**src/rtl/idt_pkg.sv**
```systemverilog
package idt_pkg;
  localparam int IW = 14;
  localparam int FW = 7;
  localparam int KW = 11;
  localparam int QUARTERS = 4;
  localparam logic [6:0] PORT_ADDR = 7'h06;
  localparam logic [7:0] W_RESET = 8'h00;
  localparam logic [10:0] PC_RESET = 11'h000;
  localparam logic [13:0] NOP_WORD = 14'h0000;
  typedef enum logic [3:0] {
    IDT_OP_NOP = 4'h0, IDT_OP_MOVWF = 4'h1, IDT_OP_CLR = 4'h2, IDT_OP_ALU = 4'h3,
    IDT_OP_SKZ = 4'h4, IDT_OP_BIT = 4'h5, IDT_OP_BTS = 4'h6, IDT_OP_LIT = 4'h7,
    IDT_OP_JMP = 4'h8, IDT_OP_RET = 4'h9
  } idt_op_t;
  typedef enum logic [2:0] {
    IDT_CLS_BYTE = 3'b001, IDT_CLS_BIT = 3'b010, IDT_CLS_LIT = 3'b100
  } idt_cls_t;
endpackage

```
**src/rtl/idt_core.sv**
```systemverilog
`timescale 1ns/10ps
`default_nettype none
// =====================================
// decode and execution timing
module idt_core import idt_pkg::*; #(
  parameter int PW = 11
) (
  input wire logic clock,
  input wire logic rst_n,
  output logic [PW-1:0] progAddr,
  input wire logic [IW-1:0] progWord,
  input wire logic [7:0] portPins,
  output logic [7:0] portLatch,
  output logic port_change_flag,
  output logic [7:0] accum,
  output logic [2:0] instrClass,
  output logic cycleEnd,
  output logic flushCycle
);
  // =====================================
  // decode functions
  function automatic idt_cls_t clsOf(input logic [IW-1:0] w);
    case (w[13:12])
      2'b00: clsOf = IDT_CLS_BYTE;
      2'b01: clsOf = IDT_CLS_BIT;
      default: clsOf = IDT_CLS_LIT;
    endcase
  endfunction

  function automatic idt_op_t opOf(input logic [IW-1:0] w);
    opOf = IDT_OP_NOP;
    case (w[13:12])
      2'b00: begin
        case (w[11:8])
          4'h0: begin
            if (w[7]) opOf = IDT_OP_MOVWF;
            else if (w[6:0] == 7'h08 || w[6:0] == 7'h09) opOf = IDT_OP_RET;
            else opOf = IDT_OP_NOP;
          end
          4'h1: opOf = IDT_OP_CLR;
          4'hB, 4'hF: opOf = IDT_OP_SKZ;
          default: opOf = IDT_OP_ALU;
        endcase
      end
      2'b01: opOf = w[11] ? IDT_OP_BTS : IDT_OP_BIT;
      2'b10: opOf = IDT_OP_JMP;
      default: begin
        // literal ops ignore low x bits
        case (w[11:9])
          3'b000, 3'b001, 3'b100, 3'b110, 3'b111: opOf = IDT_OP_LIT;
          // spare xor slot stays a nop
          3'b101: opOf = w[8] ? IDT_OP_NOP : IDT_OP_LIT;
          3'b010, 3'b011: opOf = IDT_OP_RET;
          default: opOf = IDT_OP_NOP;
        endcase
      end
    endcase
  endfunction

  // =====================================
  // phase counter
  logic [1:0] phase;
  logic [1:0] next_phase;
  always_comb begin
    next_phase = (phase == 2'(QUARTERS - 1)) ? 2'd0 : phase + 2'd1;
  end
  always_ff @(posedge clock) begin
    if (!rst_n) phase <= 2'd0;
    else phase <= next_phase;
  end

  // =====================================
  // execution state
  logic [IW-1:0] ir;
  logic [PW-1:0] pc;
  logic flush;
  logic [7:0] w;
  logic [7:0] lat;
  logic [7:0] snap;
  logic chg;
  logic [IW-1:0] next_ir;
  logic [PW-1:0] next_pc;
  logic next_flush;
  logic [7:0] next_w;
  logic [7:0] next_lat;
  logic [7:0] next_snap;
  logic next_chg;
  logic [7:0] rfData;
  logic rfWe;
  logic [7:0] rfWdata;
  logic [FW-1:0] fAddr;
  logic [7:0] opnd;
  logic [7:0] res;
  logic [2:0] bpos;
  logic skip;
  logic isPort;
  idt_op_t op;

  assign fAddr = ir[FW-1:0];
  assign bpos = ir[9:7];
  assign isPort = (fAddr == PORT_ADDR);
  assign op = flush ? IDT_OP_NOP : opOf(ir);

  idt_regfile #(.AW(FW)) u_rf (
    .clock(clock),
    .readAddr(fAddr),
    .readData(rfData),
    .writeEn(rfWe),
    .writeAddr(fAddr),
    .writeData(rfWdata)
  );

  always_comb begin
    next_ir = ir;
    next_pc = pc;
    next_flush = flush;
    next_w = w;
    next_lat = lat;
    next_snap = snap;
    next_chg = chg | (portPins != snap);
    rfWe = 1'b0;
    rfWdata = 8'h00;
    skip = 1'b0;
    res = 8'h00;
    opnd = isPort ? portPins : rfData;
    if (phase == 2'(QUARTERS - 1)) begin
      case (op)
        IDT_OP_MOVWF: res = w;
        IDT_OP_CLR: res = 8'h00;
        IDT_OP_ALU: begin
          case (ir[11:8])
            4'h2: res = opnd - w;
            4'h3: res = opnd - 8'h01;
            4'h4: res = opnd | w;
            4'h5: res = opnd & w;
            4'h6: res = opnd ^ w;
            4'h7: res = opnd + w;
            4'h8: res = opnd;
            4'h9: res = ~opnd;
            4'hA: res = opnd + 8'h01;
            4'hC: res = {1'b0, opnd[7:1]};
            4'hD: res = {opnd[6:0], 1'b0};
            4'hE: res = {opnd[3:0], opnd[7:4]};
            default: res = opnd;
          endcase
        end
        IDT_OP_SKZ: begin
          res = ir[11:8] == 4'hB ? opnd - 8'h01 : opnd + 8'h01;
          skip = (res == 8'h00);
        end
        IDT_OP_BIT: begin
          res = opnd;
          res[bpos] = ir[10];
        end
        IDT_OP_BTS: skip = (opnd[bpos] == ir[10]);
        default: res = 8'h00;
      endcase
      case (op)
        IDT_OP_MOVWF, IDT_OP_CLR, IDT_OP_ALU, IDT_OP_SKZ, IDT_OP_BIT: begin
          if (op == IDT_OP_BIT || ir[7]) begin
            if (isPort) next_lat = res;
            else begin
              rfWe = 1'b1;
              rfWdata = res;
            end
          end else begin
            next_w = res;
          end
        end
        IDT_OP_LIT: begin
          case (ir[11:9])
            3'b000, 3'b001: next_w = ir[7:0];
            3'b100: next_w = ir[8] ? (w & ir[7:0]) : (w | ir[7:0]);
            3'b101: next_w = w ^ ir[7:0];
            3'b110: next_w = ir[7:0] - w;
            default: next_w = ir[7:0] + w;
          endcase
        end
        default: next_w = w;
      endcase
      if (op != IDT_OP_NOP && op != IDT_OP_LIT && op != IDT_OP_JMP &&
          op != IDT_OP_RET && isPort) begin
        next_snap = portPins;
        next_chg = 1'b0;
      end
      next_ir = progWord;
      next_pc = pc + PW'(1);
      next_flush = 1'b0;
      // skip or jump costs a nop cycle
      if (op == IDT_OP_JMP) begin
        next_pc = PW'(ir[KW-1:0]);
        next_flush = 1'b1;
      end else if (skip || op == IDT_OP_RET) begin
        next_flush = 1'b1;
      end
    end
  end

  always_ff @(posedge clock) begin
    if (!rst_n) begin
      ir <= NOP_WORD;
      pc <= PC_RESET;
      flush <= 1'b0;
      w <= W_RESET;
      lat <= 8'h00;
      snap <= 8'h00;
      chg <= 1'b0;
    end else begin
      ir <= next_ir;
      pc <= next_pc;
      flush <= next_flush;
      w <= next_w;
      lat <= next_lat;
      snap <= next_snap;
      chg <= next_chg;
    end
  end

  // =====================================
  // registered outputs
  always_ff @(posedge clock) begin
    if (!rst_n) begin
      progAddr <= PC_RESET;
      portLatch <= 8'h00;
      port_change_flag <= 1'b0;
      accum <= W_RESET;
      instrClass <= 3'b000;
      cycleEnd <= 1'b0;
      flushCycle <= 1'b0;
    end else begin
      progAddr <= next_pc;
      portLatch <= next_lat;
      port_change_flag <= next_chg;
      accum <= next_w;
      instrClass <= clsOf(ir);
      cycleEnd <= (phase == 2'(QUARTERS - 1));
      flushCycle <= flush;
    end
  end

  // =====================================
  // checks
  logic atCommit;
  assign atCommit = (phase == 2'(QUARTERS - 1));
endmodule
`default_nettype wire

```
**src/rtl/idt_regfile.sv**
```systemverilog
`timescale 1ns/10ps
`default_nettype none
// =====================================
// register file, registered read data
module idt_regfile #(
  parameter int AW = 7
) (
  input wire logic clock,
  input wire logic [AW-1:0] readAddr,
  output logic [7:0] readData,
  input wire logic writeEn,
  input wire logic [AW-1:0] writeAddr,
  input wire logic [7:0] writeData
);
  logic [7:0] mem [0:(1<<AW)-1];
  always_ff @(posedge clock) begin
    if (writeEn) begin
      mem[writeAddr] <= writeData;
    end
    readData <= mem[readAddr];
  end
endmodule
`default_nettype wire

```
**config.mk**
```make
export PLATFORM = sky130hd
export DESIGN_NAME = idt_core
export DESIGN_NICKNAME = d
export VERILOG_FILES = /design/src/rtl/idt_pkg.sv /design/src/rtl/idt_core.sv /design/src/rtl/idt_regfile.sv
export SDC_FILE = /design/constraint.sdc
export NUM_CORES = 1
export LEC_CHECK = 0
export BUFFER_PORTS_ARGS = -buffer_cell sky130_fd_sc_hd__buf_2
export CORE_MARGIN = 4
export CORE_UTILIZATION = 55
export DETAILED_ROUTE_END_ITERATION = 10
export PLACE_DENSITY = 0.75
export SYNTH_ARGS = -nofsm -noshare
export SYNTH_HDL_FRONTEND = slang
export SYNTH_SLANG_ARGS = --single-unit
```
**constraint.sdc**
```tcl
create_clock -name clock -period 7.1 [get_ports clock]
set_clock_uncertainty 0.1 [all_clocks]
set_input_delay 0.355 -clock clock [delete_from_list [all_inputs] [get_ports clock]]
set_output_delay 0.355 -clock clock [all_outputs]
set_load 0.02 [all_outputs]
```
After elaboration in Yosys (flattened, before gate mapping)
Memory sizes are Yosys's and may differ from the RTL's. A register that Yosys moved wholly into a read port is not among the register bits.
Index checks and enable logic that the tools add are counted.
{ "word_totals": {"regBits": 58, "latchBits": 0, "ram_bits": 1024, "mem_bits_ro": 0, "out_inout_bits": 33, "wordCells": 135, "n_memories": 1} }
{ "classes": {"add_sub_neg": 8, "mul": 0, "div": 0, "magnitude_cmp": 2, "n_eq_ne": 42, "n_shift": 0, "mux": 39, "n_bitwise": 9, "reduce_logical": 23} }
{ "mem_list": {"columns": ["name", "words", "word_bits", "read_ports", "rd_ports_with_merged_regs", "write_ports", "line_no", "rtl"], "rows": [
  ["u_rf.mem", 128, 8, 1, 1, 1, "idt_regfile.sv:15", "logic [7:0] mem [0:(1<<AW)-1];"]
]} }
{ "ops": {"columns": ["operator", "n"], "rows": [
  ["one-hot mux 8 bit (11 select lines)", 1],
  ["two-way mux 8 bit", 8],
  ["one-hot mux 8 bit (4 select lines)", 2],
  ["== test 4 bit (second input constant)", 9],
  ["one-hot mux 4 bit (3 select lines)", 3],
  ["== test 4 x 3 -> 1 bit (second input constant)", 8],
  ["adder 8 bit", 2],
  ["AND 8 bit", 2],
  ["== test 4 x 2 -> 1 bit (second input constant)", 4],
  ["OR 8 bit", 2],
  ["one-hot mux 8 bit (2 select lines)", 1],
  ["subtractor 8 bit", 2],
  ["bitwise XOR 8 bit", 2],
  ["== test 7 x 4 -> 1 bit (second input constant)", 2],
  ["two-way mux 1 bit", 13],
  ["== test 3 bit (second input constant)", 4],
  ["two-way mux 4 bit", 3],
  ["adder 11 x 1 -> 11 bit (second input constant)", 1],
  ["two-way mux 11 bit", 1],
  ["OR reduction 5 bit", 2],
  ["adder 8 x 1 -> 8 bit (second input constant)", 1],
  ["bitwise mux 8 bit", 1],
  ["== test 4 x 1 -> 1 bit (second input constant)", 2],
  ["zero test 8 bit", 1],
  ["34 further kinds", 46]
]} }

Logic depth before layout (Yosys ltp)
{ "logic_depth": {"ltp_word": 14, "mapped_depth": 16} }

By module
Synthesis repeated with hierarchy kept, for this count alone.
{ "hier_totals": {"hier_cells": 2508, "hier_area_um2": 46128.0} }
{ "by_module_without_submodules": {"columns": ["module", "instances", "cells_each", "area_per_inst_um2"], "rows": [
  ["idt_regfile", 1, 1635, 39665.5],
  ["idt_core", 1, 873, 6462.4]
]} }

Worst setup path before layout
Ideal clock, no wire load.
{ "synth_timing": {"path_kind": "reg-to-reg", "from": "register ir[3]", "to": "memory u_rf.mem[0][7] (data pin)", "arrival_ps": 6313, "required_ps": 6110, "slack_ps": -203, "path_stages_with_launch": 13, "path_buffers": 1, "period_less_slack_ps": 7303, "path_cell_list": "dfxtp_1 -> clkbuf_1 -> nor4_4 -> nand2_1 -> mux2i_1 -> inv_1 -> ha_1 -> a311oi_1 -> o31ai_1 -> nand2_1 -> mux2i_1 -> o31ai_1 -> a21oi_1"} }
{ "synth_between": {"elab_chain_cells": 13, "word_cells_on_any_way": 33, "cone_classes": "4 x add/sub; 8 x eq/ne; 14 x mux; 4 x bitwise; 3 x reduce/logical"} }
{ "synth_lines": {"columns": ["item", "line_no", "rtl"], "rows": [
  ["start: declaration", "idt_core.sv:74", "logic [IW-1:0] ir;"],
  ["start signal: assignment", "idt_core.sv:209", "ir <= next_ir;"],
  ["== test 7 x 4 -> 1 bit", "idt_core.sv:37", "else if (w[6:0] == 7'h08 || w[6:0] == 7'h09) opOf = IDT_OP_RET;"],
  ["logical OR 1 bit", "idt_core.sv:37", null],
  ["two-way mux 4 bit", "idt_core.sv:37", null],
  ["two-way mux 4 bit", "idt_core.sv:36", "if (w[7]) opOf = IDT_OP_MOVWF;"],
  ["one-hot mux 4 bit (3 select lines)", "idt_core.sv:34", "case (w[11:8])"],
  ["one-hot mux 4 bit (3 select lines)", "idt_core.sv:32", "case (w[13:12])"],
  ["two-way mux 4 bit", "idt_core.sv:102", "assign op = flush ? IDT_OP_NOP : opOf(ir);"],
  ["== test 4 x 3 -> 1 bit, or another cell as far along", "idt_core.sv:127, idt_core.sv:158, idt_core.sv:160", null],
  ["one-hot mux 8 bit (4 select lines)", "idt_core.sv:127", "case (op)"],
  ["two-way mux 8 bit", "idt_core.sv:161", "if (isPort) next_lat = res;"],
  ["two-way mux 8 bit", "idt_core.sv:160", "if (op == IDT_OP_BIT || ir[7]) begin"],
  ["two-way mux 8 bit (*)", "idt_core.sv:158", "case (op)"],
  ["two-way mux 8 bit (*)", "idt_core.sv:126", "if (phase == 2'(QUARTERS - 1)) begin"],
  ["net rfWdata[7]", "idt_core.sv:90", "logic [7:0] rfWdata;"],
  ["end: declaration", "idt_regfile.sv:15", null]
]} }
Mark *: on every way through the listed nets, which the timed path passes. The rest lies on a longest branch.

Worst setup path in the final report
{ "layout_timing": {"from": "register ir[3]", "to": "memory u_rf.mem[5][6] (data pin)"} }
The elaborated chain is that of the path after synthesis.

==> summary.md <==
| Metric | Value |
|---|---|
| Crit-path cells | `buf_4, or4_1, o21ai_0, nand2_1, inv_1, ha_1, and4b_1, a211o_1, a21oi_1, o221ai_1, a211oi_1, a311oi_1, nor2_1, nor2_4, buf_12` |
| Initial core utilization | `0.558` |
| Vias in the first global route | `25600` |
| Max-cap viol count | `0` |
| Mapped Avg Cell Area | `roughly 18 µm²` |
| RSZ-0062 raised after global routing | `false` |
| Adder-Cell Fraction of Synth Area | `0.0137` |
| GP Congestion | `0.997` |
| F_max | `177 MHz` |
| Worst path buffer plus inverter count | `3` |
| CP Class | `register to register` |
| Asr flop ratio synth | `0` |
| GRT Total Usage | `0.269` |
| TritonCTS clock tree | `done` |
| # rows | `105` |
| Final TNS setup | `0 ns` |
| CTS Buf Count | `105` |
| Pleak | `16.4 nW` |
| Rel. slew slack | `0.198` |
| Largest net degree at the start of global routing | `129` |
| Area occupied by registers | `32100 µm²` |
| Port bufs | `56` |
| Status | `finished clean` |
| First DRT Iteration DRCs | `3141` |
| Final Cycle Share | `0.794` |
| Crit. End Element | `register` |
| Worst reg-to-reg path cell count | `15` |
| Ports | `57` |
| Drt via density | `6.67` |
| Synthesized instance count | `2525` |
| Worst vdd ir | `0.241 mV` |
| Latest clock arrival within the worst-skew pair | `0.69 ns` |
| Critical path startpoint category | `register` |
| Levels on crit path | `15` |
| DRC viols | `0` |
| Total gr overflow | `0` |
| DR vias | `between 20000 and 30000` |
| Commonest non-fill, non-tap cell in the layout | `edfxtp_1` |
| Die Y | `297 µm` |
| Min-delay worst type | `input port to register` |
| Hold Buf Count CTS | `19` |
| Post-synthesis mux area share | `0.173` |
| Number of synthesized flops with an enable pin | `1024` |
| Gates resized, CTS repair | `0` |
| Worst-Margin Slew | `1.20 ns` |
| Most frequent cells in the layout | `1024 x edfxtp_1, 335 x mux4_2, 226 x nor2_1, 111 x nand2_1, 106 x clkbuf_16` |
| Post-synthesis compound-gate area fraction | `0.0397` |
| Die X | `about 300 µm` |
| Ys flop type | `edfxtp_1` |
| Synth Area in XOR/XNOR | `0.00723` |
| Yosys reg bits | `1090` |
| Final core utilization | `0.624` |
| Post-route ant nets | `0` |
| Clock transition at path regs | `0.06 ns` |
| Worst-path maximum fanout | `between 100 and 150` |
| Setup repair bufs after CTS | `0` |
| Largest family of logic cells by synthesized area | `multiplexers` |
| DIE AREA | `just under 90000 µm²` |
| Hold depth | `2` |
| Fill cells | `5606` |
| Worst Path Required | `7.28 ns` |
| Non-Filler Instances | `~3800` |
| Critical Path AT | `5.82 ns` |
| Hold Violations, Final | `0` |
| Clock sinks | `1090` |
| Endpoints failing setup | `0` |
| H-tree Lvls | `3` |
| Layout Area Growth over Synthesis | `11.9%` |
| Netlist Area Pre-Place | `46000 µm²` |
| Min Tclk post-route | `approximately 5.6 ns` |
| Slowest stage delay, CP | `0.91 ns` |
| Synth Area in Simple Gates | `0.0517` |
| Average routed wire per standard cell | `31.2 µm` |
| Hpwl dp | `73500 µm` |
| CP max stage cell | `or4_1` |
| Layout cells sized above 1 | `0.244` |
| Multi-input logic area | `13300 µm²` |
| Placed Cells incl. Taps | `3586` |
| Bufs on Longest Clock Path | `3` |
| Clock root buffer | `clkbuf_16` |
| Initial antenna violation count | `3` |
| Seq/Total Area, Yosys | `0.696` |
| Pwr Density | `253 nW/µm²` |
| Final Max Tran Viols | `0` |
| First-pass GRT wire length | `approximately 180000 µm` |
| Nets | `2717` |
| Final wirelength | `118000 µm` |
| First-pass iteration count of the detailed router | `6` |
| Post-synth cell types | `84` |
| Delay-heaviest family, CP | `compound AO/OA/AOI/OAI gates` |
| Synth Warn # | `0` |
| Core Region | `82500 µm²` |
## registers in the layout, summed over array words and instances, names as in the netlist, 2 cells and up
signal and cells:
instrClass 3, progAddr 11, ir 14, u_rf.readData 8, phase 2, accum 8, u_rf.mem 1024, portLatch 8
snap 8
## Yosys cell counts, types with 13 or more instances
cell type	n	area share
a22oi_1	13	0.0021
nor3_1	26	0.0028
dfxtp_1	66	0.029
nand3_1	39	0.0042
o21ai_0	69	0.0075
a31oi_1	14	0.0019
mux4_2	335	0.16
nand2_1	111	0.0090
a21oi_1	38	0.0041
buf_2	23	0.0025
clkbuf_1	90	0.0073
inv_1	33	0.0027
a211oi_1	22	0.0036
nor2_1	230	0.019
o211ai_1	15	0.0024
and2_1	15	0.0020
ha_1	49	0.013
edfxtp_1	1024	0.67
and3_1	15	0.0020
mux2i_1	43	0.0093
buf_1	37	0.0030
xnor2_1	33	0.0063
## through the flow
step	cell area (µm²)	hold WS, ns	power, W	worst slack (ns)
detailed placement	47800	0.325	0.00755	1.54
global placement	47800	0.317	0.00755	1.68
global route	51500	0.0130	0.0134	1.09
CTS	51500	0.00378	0.0131	1.51
floorplan	46100	0.304	0.00741	0.0464
finish	51500	0.0393	0.0130	1.46
## power by group
group / switching [W] / total, W / leakage, nW / internal, W
Sequential: 0.0000198 / 0.00695 / 10.3 / 0.00693
Combinational: 0.000301 / 0.000482 / 4.40 / 0.000181
Clock: 0.00240 / 0.00559 / 1.68 / 0.00319
## layer usage
layer	vias up	routed length, µm	GRT usage
met5	-	13	0
met3	250	9560	0.0448
met4	2	4750	0.101
li1	10500	-	-
met2	1370	57900	0.431
met1	13200	46300	0.378
## area by class of cell
class | instances | area share
Antenna cell | 1 | 0.0000486
Clock buffer | 125 | 0.0529
Clock inverter | 69 | 0.0143
Inverter | 36 | 0.00262
Multi-Input combinational cell | 1248 | 0.257
Sequential cell | 1090 | 0.623
Tap cell | 1070 | 0.0260
Timing Repair Buffer | 162 | 0.0240
## cells by family (layout without fill, tap and decap cells)
| group | count (synthesis) | in the layout |
|---|---|---|
| AOI/OAI and AO/OA | 266 | 266 |
| xor gates and xnor gates | 38 | 38 |
| adders and majority gates | 50 | 50 |
| buffers and inverters | 194 | 392 |
| DFF | 1090 | 1090 |
| muxes | 379 | 379 |
| other | 1 | 9 |
| and+or+nand+nor | 507 | 507 |
## final timing paths
check | from | to | slack, ns
max | ir[3]$_SDFFE_PN0P_ | u_rf.mem[5][6]$_DFFE_PP_ | 1.46
min | rst_n | accum[0]$_SDFFE_PN0P_ | 0.04
max reg2reg | ir[3]$_SDFFE_PN0P_ | u_rf.mem[5][6]$_DFFE_PP_ | 1.46
min reg2reg | phase[0]$_SDFF_PP0_ | phase[0]$_SDFF_PP0_ | 0.33
(Power assumes the default switching activity.)
